File: src/rtl/fsd_regs.svh
`ifndef FSD_REGS_SVH
`define FSD_REGS_SVH

// Flag status reset value: controller ready, all else clear
`define FSD_FLAG_RST  8'h80

// Flag status field positions
`define FSD_FB_READY  7
`define FSD_FB_ESUSP  6
`define FSD_FB_EERR   5
`define FSD_FB_PERR   4
`define FSD_FB_VPP    3
`define FSD_FB_PSUSP  2
`define FSD_FB_PROT   1
`define FSD_FB_RSVD   0

// Identification answer length in bytes
`define FSD_ID_LEN    2'h3

// Output enables (active low) per protocol while answering
`define FSD_OE_EXT    4'hD
`define FSD_OE_DUAL   4'hC
`define FSD_OE_QUAD   4'h0
`define FSD_OE_OFF    4'hF

`endif

File: src/rtl/fsd_pkg.sv
`default_nettype none

package fsd_pkg;

  // Code value equals the number of data lanes in use
  typedef enum logic [2:0] {
    PR_EXT  = 3'h1,
    PR_DUAL = 3'h2,
    PR_QUAD = 3'h4
  } fsd_proto_t;

  typedef enum logic [4:0] {
    ST_IDLE = 5'b00001,
    ST_OPC  = 5'b00010,
    ST_RESP = 5'b00100,
    ST_PASS = 5'b01000,
    ST_IGN  = 5'b10000
  } fsd_state_t;

  typedef enum logic [7:0] {
    OP_RSTEN  = 8'h66, OP_RSTMEM = 8'h99, OP_RDID_A = 8'h9E,
    OP_RDID_B = 8'h9F, OP_MIO_ID = 8'hAF, OP_RDDISC = 8'h5A,
    OP_READ   = 8'h03, OP_FREAD  = 8'h0B, OP_DOFR   = 8'h3B,
    OP_DIOFR  = 8'hBB, OP_QOFR   = 8'h6B, OP_QIOFR  = 8'hEB,
    OP_WREN   = 8'h06, OP_WRDI   = 8'h04, OP_RDSR   = 8'h05,
    OP_WRSR   = 8'h01, OP_RDLR   = 8'hE8, OP_WRLR   = 8'hE5,
    OP_RD_FLG = 8'h70, OP_CL_FLG = 8'h50, OP_RDNVCR = 8'hB5,
    OP_WRNVCR = 8'hB1, OP_RDVCR  = 8'h85, OP_WRVCR  = 8'h81,
    OP_RDEVCR = 8'h65, OP_WREVCR = 8'h61, OP_PP     = 8'h02,
    OP_DIFP   = 8'hA2, OP_DIEFP  = 8'hD2, OP_QIFP   = 8'h32,
    OP_QIEFP  = 8'h12, OP_SSE    = 8'h20, OP_SE     = 8'hD8,
    OP_BE     = 8'hC7, OP_RESUME = 8'h7A, OP_SUSP   = 8'h75,
    OP_RDOTP  = 8'h4B, OP_PGOTP  = 8'h42, OP_DPD    = 8'hB9,
    OP_RELDPD = 8'hAB
  } fsd_op_t;

endpackage : fsd_pkg

`default_nettype wire

File: src/rtl/fsd_link.sv
`default_nettype none

module fsd_link (
  // Clock and reset
  input  wire logic       clk,
  input  wire logic       rst_n,
  // Serial pins
  input  wire logic       sck,
  input  wire logic       cs_n,
  input  wire logic [3:0] dq,
  // Lanes in use, 1, 2 or 4
  input  wire logic [2:0] lanes,
  // Framing and bytes
  output logic            sck_fall,
  output logic            frame_on,
  output logic            byte_vld,
  output logic      [7:0] byte_dat
);

  logic       sck_m_r, sck_s_r, sck_d_r;
  logic       cs_m_r, cs_s_r;
  logic [3:0] dq_m_r, dq_s_r;
  logic [7:0] sh_r, sh_nxt;
  logic [3:0] bcnt_r;
  logic [3:0] bcnt_sum;
  logic       vld_r;
  logic [7:0] dat_r;
  wire        sck_rise;
  wire        done;

  ////////////////////////////////////////////////////////////////////////
  // Pins pass two flops; data and clock share the same delay
  always_ff @(posedge clk or negedge rst_n) begin
    if (!rst_n) begin
      sck_m_r <= 1'b0;
      sck_s_r <= 1'b0;
      sck_d_r <= 1'b0;
      cs_m_r  <= 1'b1;
      cs_s_r  <= 1'b1;
      dq_m_r  <= 4'h0;
      dq_s_r  <= 4'h0;
    end else begin
      sck_m_r <= sck;
      sck_s_r <= sck_m_r;
      sck_d_r <= sck_s_r;
      cs_m_r  <= cs_n;
      cs_s_r  <= cs_m_r;
      dq_m_r  <= dq;
      dq_s_r  <= dq_m_r;
    end
  end

  assign sck_rise = sck_s_r & ~sck_d_r;
  assign sck_fall = ~sck_s_r & sck_d_r;
  assign frame_on = ~cs_s_r;

  ////////////////////////////////////////////////////////////////////////
  // Input shifter, MSB first, lanes wide per edge
  assign sh_nxt = (lanes == 3'h4) ? {sh_r[3:0], dq_s_r[3:0]} :
                  (lanes == 3'h2) ? {sh_r[5:0], dq_s_r[1:0]} :
                                    {sh_r[6:0], dq_s_r[0]};
  assign bcnt_sum = bcnt_r + {1'b0, lanes};
  assign done     = sck_rise & (bcnt_sum == 4'h8);

  always_ff @(posedge clk or negedge rst_n) begin
    if (!rst_n) begin
      sh_r   <= 8'h00;
      bcnt_r <= 4'h0;
    end else if (!frame_on) begin
      bcnt_r <= 4'h0;
    end else if (sck_rise) begin
      sh_r   <= sh_nxt;
      bcnt_r <= done ? 4'h0 : bcnt_sum;
    end
  end

  always_ff @(posedge clk or negedge rst_n) begin
    if (!rst_n) begin
      vld_r <= 1'b0;
      dat_r <= 8'h00;
    end else begin
      vld_r <= done & frame_on;
      if (done) begin
        dat_r <= sh_nxt;
      end
    end
  end

  assign byte_vld = vld_r;
  assign byte_dat = dat_r;

endmodule // fsd_link

`default_nettype wire

File: src/rtl/fsd_flag_decode.sv
`include "fsd_regs.svh"
`default_nettype none

// Overview of operation
// - Bit 7 low while controller busy
// - Busy reflects only program, erase, register writes
// - Bit 6 shows erase suspended or pending
// - Bit 2 shows program suspended or pending
// - Bit 5 sets on erase failure
// - Bit 4 sets on program failure
// - Bit 3 sets on bad supply voltage
// - Bit 1 sets on protected target access
// - Opcode 70h returns volatile flags, all protocols
// - Status bits follow hardware, no command needed
// - Error bits stay until opcode 50h
// - Array or register write with pending error flags protection
// - AFh dual/quad only; 9Eh/9Fh extended only
// - 3Bh accepted extended and dual only
// - Dual protocol enters dual read by three codes
// - 6Bh accepted extended and quad only
// - Quad protocol enters quad read by three codes
// - Register commands have no address or dummy
// - Opcode lanes: one, two or four

module fsd_flag_decode #(
  // Arbitrary identification bytes, first byte sent first
  parameter logic [23:0] ID_BYTES = 24'h5AC33C
) (
  // Clock and reset
  input  wire logic       CLK,
  input  wire logic       RESETN,
  // Serial link
  input  wire logic       SCK,
  input  wire logic       CS_N,
  input  wire logic [3:0] DQ_I,
  output logic      [3:0] DQ_O,
  output logic      [3:0] DQ_OE_N,
  // Protocol select
  input  wire logic       PROTO_DUAL,
  input  wire logic       PROTO_QUAD,
  // Controller state
  input  wire logic       PEC_BUSY,
  input  wire logic       ERS_SUSP,
  input  wire logic       PGM_SUSP,
  // Error events
  input  wire logic       ERS_FAIL,
  input  wire logic       PGM_FAIL,
  input  wire logic       PGM_ONE_FAIL,
  input  wire logic       VPP_FAIL,
  input  wire logic       PROT_FAIL,
  // Decoded command
  output logic            CMD_STB,
  output logic            CMD_REJ,
  output logic      [7:0] CMD_CODE,
  // Flag status
  output logic      [7:0] FLAG_STATUS
);

  logic                 rst_m_r;
  logic                 rst_n;
  fsd_pkg::fsd_proto_t  proto_r;
  fsd_pkg::fsd_proto_t  proto_sel;
  fsd_pkg::fsd_state_t  state_r;
  fsd_pkg::fsd_state_t  state_nxt;
  logic           [7:0] flag_r;
  logic           [7:0] flag_nxt;
  logic                 stb_r;
  logic                 rej_r;
  logic           [7:0] code_r;
  logic           [7:0] out_sh_r;
  logic           [7:0] out_sh_nxt;
  logic           [3:0] ocnt_r;
  logic           [3:0] ocnt_nxt;
  logic           [1:0] idx_r;
  logic           [1:0] idx_nxt;
  logic                 first_r;
  logic                 first_nxt;
  logic                 fsr_r;
  logic                 fsr_nxt;
  logic                 sck_fall;
  logic                 frame_on;
  logic                 byte_vld;
  logic           [7:0] opc;

  ////////////////////////////////////////////////////////////////////////
  // Reset release through two flops
  always_ff @(posedge CLK or negedge RESETN) begin
    if (!RESETN) begin
      rst_m_r <= 1'b0;
      rst_n   <= 1'b0;
    end else begin
      rst_m_r <= 1'b1;
      rst_n   <= rst_m_r;
    end
  end

  ////////////////////////////////////////////////////////////////////////
  // Link front end
  fsd_link u_link (
    .clk      (CLK),
    .rst_n    (rst_n),
    .sck      (SCK),
    .cs_n     (CS_N),
    .dq       (DQ_I),
    .lanes    (proto_r),
    .sck_fall (sck_fall),
    .frame_on (frame_on),
    .byte_vld (byte_vld),
    .byte_dat (opc)
  );

  ////////////////////////////////////////////////////////////////////////
  // Opcode acceptance per protocol
  wire in_all = opc inside {
    fsd_pkg::OP_RSTEN,  fsd_pkg::OP_RSTMEM, fsd_pkg::OP_RDDISC,
    fsd_pkg::OP_FREAD,  fsd_pkg::OP_WREN,   fsd_pkg::OP_WRDI,
    fsd_pkg::OP_RDSR,   fsd_pkg::OP_WRSR,   fsd_pkg::OP_RDLR,
    fsd_pkg::OP_WRLR,   fsd_pkg::OP_RD_FLG, fsd_pkg::OP_CL_FLG,
    fsd_pkg::OP_RDNVCR, fsd_pkg::OP_WRNVCR, fsd_pkg::OP_RDVCR,
    fsd_pkg::OP_WRVCR,  fsd_pkg::OP_RDEVCR, fsd_pkg::OP_WREVCR,
    fsd_pkg::OP_PP,     fsd_pkg::OP_SSE,    fsd_pkg::OP_SE,
    fsd_pkg::OP_BE,     fsd_pkg::OP_RESUME, fsd_pkg::OP_SUSP,
    fsd_pkg::OP_RDOTP,  fsd_pkg::OP_PGOTP,  fsd_pkg::OP_DPD,
    fsd_pkg::OP_RELDPD};
  wire in_ext = opc inside {
    fsd_pkg::OP_RDID_A, fsd_pkg::OP_RDID_B, fsd_pkg::OP_READ};
  wire in_mio = (opc == fsd_pkg::OP_MIO_ID);
  wire in_ed  = opc inside {
    fsd_pkg::OP_DOFR, fsd_pkg::OP_DIOFR,
    fsd_pkg::OP_DIFP, fsd_pkg::OP_DIEFP};
  wire in_eq  = opc inside {
    fsd_pkg::OP_QOFR, fsd_pkg::OP_QIOFR,
    fsd_pkg::OP_QIFP, fsd_pkg::OP_QIEFP};
  wire ok_ext  = in_all | in_ext | in_ed | in_eq;
  wire ok_dual = in_all | in_mio | in_ed;
  wire ok_quad = in_all | in_mio | in_eq;
  wire acc = (proto_r == fsd_pkg::PR_EXT)  ? ok_ext  :
             (proto_r == fsd_pkg::PR_DUAL) ? ok_dual : ok_quad;

  // Commands that change array or registers
  wire is_mod = opc inside {
    fsd_pkg::OP_WRSR,   fsd_pkg::OP_WRLR,   fsd_pkg::OP_WRNVCR,
    fsd_pkg::OP_WRVCR,  fsd_pkg::OP_WREVCR, fsd_pkg::OP_PP,
    fsd_pkg::OP_DIFP,   fsd_pkg::OP_DIEFP,  fsd_pkg::OP_QIFP,
    fsd_pkg::OP_QIEFP,  fsd_pkg::OP_SSE,    fsd_pkg::OP_SE,
    fsd_pkg::OP_BE,     fsd_pkg::OP_PGOTP};
  wire is_fsr = (opc == fsd_pkg::OP_RD_FLG);
  wire is_clr = (opc == fsd_pkg::OP_CL_FLG);
  wire is_id  = in_ext & (opc != fsd_pkg::OP_READ) | in_mio;

  wire cmd_go  = (state_r == fsd_pkg::ST_OPC) & byte_vld;
  wire cmd_acc = cmd_go & acc;
  wire cmd_rej = cmd_go & ~acc;
  wire clr_stb = cmd_acc & is_clr;
  wire rsp_go  = cmd_acc & (is_fsr | is_id);

  ////////////////////////////////////////////////////////////////////////
  // Protocol is frozen for the whole frame so lane count cannot shift
  assign proto_sel = PROTO_QUAD ? fsd_pkg::PR_QUAD :
                     PROTO_DUAL ? fsd_pkg::PR_DUAL : fsd_pkg::PR_EXT;

  always_ff @(posedge CLK or negedge rst_n) begin
    if (!rst_n) begin
      proto_r <= fsd_pkg::PR_EXT;
    end else if (state_r == fsd_pkg::ST_IDLE) begin
      proto_r <= proto_sel;
    end
  end

  ////////////////////////////////////////////////////////////////////////
  // Frame sequencer
  always_comb begin
    state_nxt = state_r;
    unique case (state_r)
      fsd_pkg::ST_IDLE: begin
        if (frame_on) begin
          state_nxt = fsd_pkg::ST_OPC;
        end
      end
      fsd_pkg::ST_OPC: begin
        if (rsp_go) begin
          state_nxt = fsd_pkg::ST_RESP;
        end else if (cmd_acc) begin
          state_nxt = fsd_pkg::ST_PASS;
        end else if (cmd_rej) begin
          state_nxt = fsd_pkg::ST_IGN;
        end
      end
      fsd_pkg::ST_RESP,
      fsd_pkg::ST_PASS,
      fsd_pkg::ST_IGN: begin
        state_nxt = state_r;
      end
      default: begin
        state_nxt = fsd_pkg::ST_IDLE;
      end
    endcase
    if (!frame_on) begin
      state_nxt = fsd_pkg::ST_IDLE;
    end
  end

  always_ff @(posedge CLK or negedge rst_n) begin
    if (!rst_n) begin
      state_r <= fsd_pkg::ST_IDLE;
    end else begin
      state_r <= state_nxt;
    end
  end

  ////////////////////////////////////////////////////////////////////////
  // Flag status; hardware set wins over the clear command
  wire err_pend = flag_r[`FSD_FB_EERR] | flag_r[`FSD_FB_PERR] |
                  flag_r[`FSD_FB_VPP]  | flag_r[`FSD_FB_PROT];
  wire prot_evt = PROT_FAIL | (cmd_acc & is_mod & err_pend);

  always_comb begin
    flag_nxt = flag_r;
    flag_nxt[`FSD_FB_READY] = ~PEC_BUSY;
    flag_nxt[`FSD_FB_ESUSP] = ERS_SUSP;
    flag_nxt[`FSD_FB_PSUSP] = PGM_SUSP;
    flag_nxt[`FSD_FB_EERR]  = ERS_FAIL |
                              (flag_r[`FSD_FB_EERR] & ~clr_stb);
    flag_nxt[`FSD_FB_PERR]  = PGM_FAIL | PGM_ONE_FAIL |
                              (flag_r[`FSD_FB_PERR] & ~clr_stb);
    flag_nxt[`FSD_FB_VPP]   = VPP_FAIL |
                              (flag_r[`FSD_FB_VPP] & ~clr_stb);
    flag_nxt[`FSD_FB_PROT]  = prot_evt |
                              (flag_r[`FSD_FB_PROT] & ~clr_stb);
    flag_nxt[`FSD_FB_RSVD]  = 1'b0;
  end

  always_ff @(posedge CLK or negedge rst_n) begin
    if (!rst_n) begin
      flag_r <= `FSD_FLAG_RST;
    end else begin
      flag_r <= flag_nxt;
    end
  end

  assign FLAG_STATUS = flag_r;

  ////////////////////////////////////////////////////////////////////////
  // Decoded command strobes for the rest of the device
  always_ff @(posedge CLK or negedge rst_n) begin
    if (!rst_n) begin
      stb_r  <= 1'b0;
      rej_r  <= 1'b0;
      code_r <= 8'h00;
    end else begin
      stb_r <= cmd_acc;
      rej_r <= cmd_rej;
      if (cmd_go) begin
        code_r <= opc;
      end
    end
  end

  assign CMD_STB  = stb_r;
  assign CMD_REJ  = rej_r;
  assign CMD_CODE = code_r;

  ////////////////////////////////////////////////////////////////////////
  // Answer shifter; the flag byte is resampled at every byte boundary
  wire [7:0] id_sel = (idx_r == 2'h0) ? ID_BYTES[23:16] :
                      (idx_r == 2'h1) ? ID_BYTES[15:8]  :
                      (idx_r == 2'h2) ? ID_BYTES[7:0]   : 8'h00;
  wire [7:0] rsp_byte = fsr_r ? flag_r : id_sel;
  wire [3:0] ocnt_sum = ocnt_r + {1'b0, proto_r};
  wire [7:0] sh_left  = (proto_r == fsd_pkg::PR_QUAD) ?
                          {out_sh_r[3:0], 4'h0} :
                        (proto_r == fsd_pkg::PR_DUAL) ?
                          {out_sh_r[5:0], 2'h0} :
                          {out_sh_r[6:0], 1'b0};
  wire       in_resp  = (state_r == fsd_pkg::ST_RESP);

  always_comb begin
    out_sh_nxt = out_sh_r;
    ocnt_nxt   = ocnt_r;
    idx_nxt    = idx_r;
    first_nxt  = first_r;
    fsr_nxt    = fsr_r;
    if (rsp_go) begin
      fsr_nxt    = is_fsr;
      out_sh_nxt = is_fsr ? flag_r : ID_BYTES[23:16];
      idx_nxt    = 2'h1;
      ocnt_nxt   = 4'h0;
      first_nxt  = 1'b1;
    end else if (in_resp & sck_fall) begin
      if (first_r) begin
        first_nxt = 1'b0;
      end else if (ocnt_sum == 4'h8) begin
        out_sh_nxt = rsp_byte;
        ocnt_nxt   = 4'h0;
        if (idx_r != `FSD_ID_LEN) begin
          idx_nxt = idx_r + 2'h1;
        end
      end else begin
        out_sh_nxt = sh_left;
        ocnt_nxt   = ocnt_sum;
      end
    end
  end

  always_ff @(posedge CLK or negedge rst_n) begin
    if (!rst_n) begin
      out_sh_r <= 8'h00;
      ocnt_r   <= 4'h0;
      idx_r    <= 2'h0;
      first_r  <= 1'b0;
      fsr_r    <= 1'b0;
    end else begin
      out_sh_r <= out_sh_nxt;
      ocnt_r   <= ocnt_nxt;
      idx_r    <= idx_nxt;
      first_r  <= first_nxt;
      fsr_r    <= fsr_nxt;
    end
  end

  // Extended answers on line 1, dual on 1:0, quad on 3:0
  assign DQ_O = (proto_r == fsd_pkg::PR_QUAD) ? out_sh_r[7:4] :
                (proto_r == fsd_pkg::PR_DUAL) ? {2'h0, out_sh_r[7:6]} :
                                                {2'h0, out_sh_r[7], 1'b0};
  assign DQ_OE_N = !in_resp ? `FSD_OE_OFF :
                   (proto_r == fsd_pkg::PR_QUAD) ? `FSD_OE_QUAD :
                   (proto_r == fsd_pkg::PR_DUAL) ? `FSD_OE_DUAL :
                                                   `FSD_OE_EXT;
endmodule // fsd_flag_decode

`default_nettype wire

File: config.mk
export PLATFORM = sky130hd
export DESIGN_NAME = fsd_flag_decode
export DESIGN_NICKNAME = d
export VERILOG_FILES = /design/src/rtl/fsd_pkg.sv /design/src/rtl/fsd_link.sv /design/src/rtl/fsd_flag_decode.sv
export VERILOG_INCLUDE_DIRS = /design/src /design/src/rtl
export SDC_FILE = /design/constraint.sdc
export NUM_CORES = 1
export LEC_CHECK = 0
export BUFFER_PORTS_ARGS = -buffer_cell sky130_fd_sc_hd__buf_2
export CORE_MARGIN = 1
export CORE_UTILIZATION = 30
export DETAILED_ROUTE_END_ITERATION = 8
export MAX_ROUTING_LAYER = met4
export PLACE_DENSITY_LB_ADDON = 0.25
export REMOVE_ABC_BUFFERS = 1
export SLEW_MARGIN = 20
export SYNTH_ARGS = -nofsm -noshare
export SYNTH_HDL_FRONTEND = slang
export SYNTH_SLANG_ARGS = --single-unit
File: constraint.sdc
create_clock -name CLK -period 2.09 [get_ports CLK]
set_input_delay 0.3135 -clock CLK [delete_from_list [all_inputs] [get_ports CLK]]
set_output_delay 0.3135 -clock CLK [all_outputs]
set_load 0.05 [all_outputs]
==> results.md <==
- Die Wd: between 100 and 150 µm
- Sequential element share of the synthesized area: 44.99%
- GRT met1 Usage: about 25%
- Sw power: around 2100 µW
- Number of synthesized register bits: between 70 and 80
- Setup repair after global routing missed its margin: yes
- Critical Path Sink: idx_r[0]$_DFFE_PN0P_
- Crit path DAT: between 2 and 3 ns
- Cells after DPL: approximately 760
- Worst R2R Setup Slack: -0.50 ns
- Initial Util: between 30% and 40%
- Wire length per cell: 15.41 µm
- Share of flip-flops with an asynchronous set or reset after synthesis: between 90% and 100%
- Highest Clock Rate: approximately 390 MHz
- Met3 routing resource usage after global routing: under 10%
- Max-cap viol count: 0
- Fraction of layout instances using a drive strength above 1: 41.94%
- First-pass GRT wire length: approximately 20000 µm
- Clk buf depth: 2
- Max VDD drop: between 0.0004 and 0.0005 V
- Number of primary I/O pins: 44
- Clock tree from TritonCTS: done
- Clock latency on the worst-skew pair: 0.34 ns
- Worst Setup Slack post-DPL: -0.5886 ns
- Most heavily used metal layer in global routing: met2
- Class of the most critical hold timing path: in -> reg
- Critical path startpoint category: flop
- Worst setup margin: -0.5043 ns
- Worst Clk Skew: 0.006190 ns
- Final GP Congestion: 0.8859
- Final cell utilization of the core: between 40% and 50%
- Outcome: complete, but fails checks
- CTS Root Cell: sky130_fd_sc_hd__clkbuf_16
- Highest-count cells in the layout ignoring fill and taps: sky130_fd_sc_hd__buf_4, sky130_fd_sc_hd__dfrtp_1, sky130_fd_sc_hd__nand2_1, sky130_fd_sc_hd__buf_2, sky130_fd_sc_hd__nor2_1
- Ratio of final minimum period to clock period: 124.1%
- Endpoint of the most critical register-to-register path: idx_r[0]$_DFFE_PN0P_
- Global-route usage over all layers: 18.70%
- Number of enable-type register cells in the synthesized netlist: 0
- Starting DRC count in detailed routing: ~210
- Shortest period the worst path allows: 2.594 ns
- Largest fanout on the critical path: 5
- Count of vias placed by the detailed router: about 4000
- Row Count: 43
- Clock transition time at the flip-flop clock pins of the worst setup and hold paths: approximately 0.060 ns
- Non-filler instance count after layout: 800
- Int Power: between 3000 and 4000 µW
- Met2 routing resource usage after global routing: between 20 and 30%
- Max-slew headroom at the worst pin: between 50% and 60%
- Ys flop type: sky130_fd_sc_hd__dfrtp_1
- Total clock buffers created by CTS: 9
- Number of antenna repair diodes: 0
- Critical Setup Path Class: reg -> reg
- Net count, final: ~650
- Summed instance area of the synthesized netlist: about 4200 µm²
- Core box area: approximately 14000 µm²
- Number of H-tree branching levels: 3
- Port Buffers: 42
- Total DRC errors in the routed layout: 0
- Post-Route Setup TNS: -10.80 ns
- Portion of total power attributed to the clock network: approximately a quarter
- Area growth from synthesis to final layout: 47.58%
- Start point of the critical path: proto_r[0]$_DFFE_PN1P_
- CTS sink count: 76
- Transition at the pin with the smallest max-transition slack: around 0.62 ns
- Sequential cell fraction of total power: 30.0%
- Fraction of power consumed by combinational cells: a little over two fifths
- Warning count from the yosys run: 0
- Crit. End Element: flop
- Hold Worst Slack: about 0.072 ns
- Switching fraction of total power: roughly a third
- Chip Height: 120.9 µm
- Total setup violations reported at the end of the flow: 37
- Power Dens Cells: 964.5 nW/µm²
- Total length of routed wires: 12330 µm
- Total die area: between 10000 and 15000 µm²
- Antenna violations before repair: 0
- Remaining global-route overflow: 0
- Pins over their slew limit: 0
- Estimated wirelength of the detail-placed design: roughly 8800 µm
- Most frequent standard cell in the layout excluding fill and tap cells: sky130_fd_sc_hd__buf_4
- Number of distinct library cells after synthesis: 66
- R2r worst-path depth: 9
- Hold Violations, Final: 0
- Average instance area after synthesis: about 9 µm²
- Maximum number of pins on one net before global-route repair: 35
- First drt pass iteration count: 4
- Critical Path RT: ~2.3 ns
- Via count normalized by instance count: about 5
- Failing checks: negative setup slack
- Cell count after synthesis: around 460
- Leakage component of the power: between 0.002 and 0.003 µW
- Via count of the first global-routing pass: roughly 4000
- R2r startpoint: proto_r[0]$_DFFE_PN1P_
- Final antenna-violating net count: 0
-- how the worst min path moves through the flow --
| stage | from | end | slack, ns | depth (start not counted) |
|---|---|---|---|---|
| after global placement | RESETN | rst_m_r$_DFF_PN0_ | 0.1 | 1 |
| after detailed placement | RESETN | rst_m_r$_DFF_PN0_ | 0.10 | 1 |
| after CTS | CS_N | u_link.cs_m_r$_DFF_PN1_ | 0.06 | 1 |
| after global routing | DQ_I[0] | u_link.dq_m_r[0]$_DFF_PN0_ | 0.06 | 1 |
| final | PEC_BUSY | FLAG_STATUS[7]$_DFF_PN1_ | 0.07 | 2 |
| after floorplan | RESETN | rst_m_r$_DFF_PN0_ | 0.02 | 0 |
-- synth_stat cells, drive strengths merged (3+ instances only) --
master / count / area, µm²
o21ai: 33 / 165.2
ha: 10 / 125.1
nand2b: 9 / 56.30
nor4: 12 / 75.07
dfrtp: 71 / 1777
a22oi: 3 / 22.52
a211oi: 5 / 42.54
nand4: 3 / 18.77
and2: 5 / 31.28
nand3: 9 / 45.04
and3: 5 / 31.28
nor2: 39 / 148.9
xnor2: 6 / 52.55
nor3: 11 / 60.06
nor2b: 10 / 62.56
nand3b: 5 / 37.54
a21oi: 23 / 115.1
nor3b: 3 / 22.52
mux2: 6 / 67.56
a21o: 4 / 30.03
or2: 7 / 43.79
o211ai: 6 / 50.05
mux2i: 16 / 160.2
or3: 4 / 25.02
buf: 17 / 100.1
clkbuf: 11 / 41.29
dfstp: 5 / 131.4
nand4b: 3 / 26.28
nand2: 68 / 255.2
inv: 16 / 60.06
-- layout make-up --
cell class	count	area [µm²]
multi-input cells	345	2440
clock inverters	4	50.05
repair buffers	167	1323
inverters	16	60.06
fillers	1317	7567
flip-flops and latches	76	1916
clock buffers	12	246.5
well taps	180	225.2
-- cell families after synthesis --
kind of cell / Yosys count / share of synthesized area (%)
AOI/OAI and AO/OA: 98 / 15.16
DFF: 76 / 44.99
xor gates and xnor gates: 7 / 1.445
adders and majority gates: 12 / 3.894
muxes: 22 / 5.369
buffers and inverters: 44 / 4.749
other: 2 / 0.1771
and+or+nand+nor: 203 / 24.22
-- flip-flops by register name (all words and copies together), names as in the netlist, 3 cells and up --
| signal | flops |
|---|---|
| CMD_CODE | 8 |
| out_sh_r | 8 |
| u_link.byte_dat | 8 |
| FLAG_STATUS | 7 |
| u_link.sh_r | 7 |
| state_r | 5 |
| ocnt_r | 4 |
| u_link.bcnt_r | 4 |
| u_link.dq_m_r | 4 |
| u_link.dq_s_r | 4 |
| proto_r | 3 |
-- per-layer routing --
| metal | routed length (µm) | up-vias |
|---|---|---|
| li1 | - | 1941 |
| met1 | 5826 | 1851 |
| met2 | 5812 | 83 |
| met3 | 482 | 15 |
| met4 | 203 | 0 |
| met5 | 0 | - |
-- critical path: stages, from the launching register on --
cell                       delay, ns
sky130_fd_sc_hd__dfstp_2        0.55
sky130_fd_sc_hd__ha_4           0.13
sky130_fd_sc_hd__inv_2          0.03
sky130_fd_sc_hd__fa_2           0.54
sky130_fd_sc_hd__nor2b_4        0.17
sky130_fd_sc_hd__nand3b_1       0.13
sky130_fd_sc_hd__mux2_4         0.33
sky130_fd_sc_hd__or3_4          0.36
sky130_fd_sc_hd__xnor2_2        0.14
sky130_fd_sc_hd__nand2_1        0.08
-- power by group through the flow --
stage	Combinational [µW]	Sequential, µW	Clock [µW]
CTS	2340	1810	1640
detailed placement	2120	1830	0
global route	2870	1840	1700
finish	2630	1810	1590
floorplan	885	1910	0
global placement	2140	1820	0
-- what timing repair did --
item / 4_1_cts / 5_1_grt
gates resized for setup: 69 / 58
endpoints found under the setup margin: 36 / 42
hold buffers: 1 / 0
endpoints found under the hold margin: 2 / 0
cloned: 3 / 0
pin swaps: 17 / 16
buffers inserted: 11 / 13
-- per-stage QoR --
stage	instance area, µm²	total power [µW]
4_1_cts	5984	5787
3_3_place_gp	5328	3957
6_report	6260	6038
2_1_floorplan	4100	2800
3_5_place_dp	5328	3952
5_1_grt	6260	6407
Power figures use the tool's default switching activity.
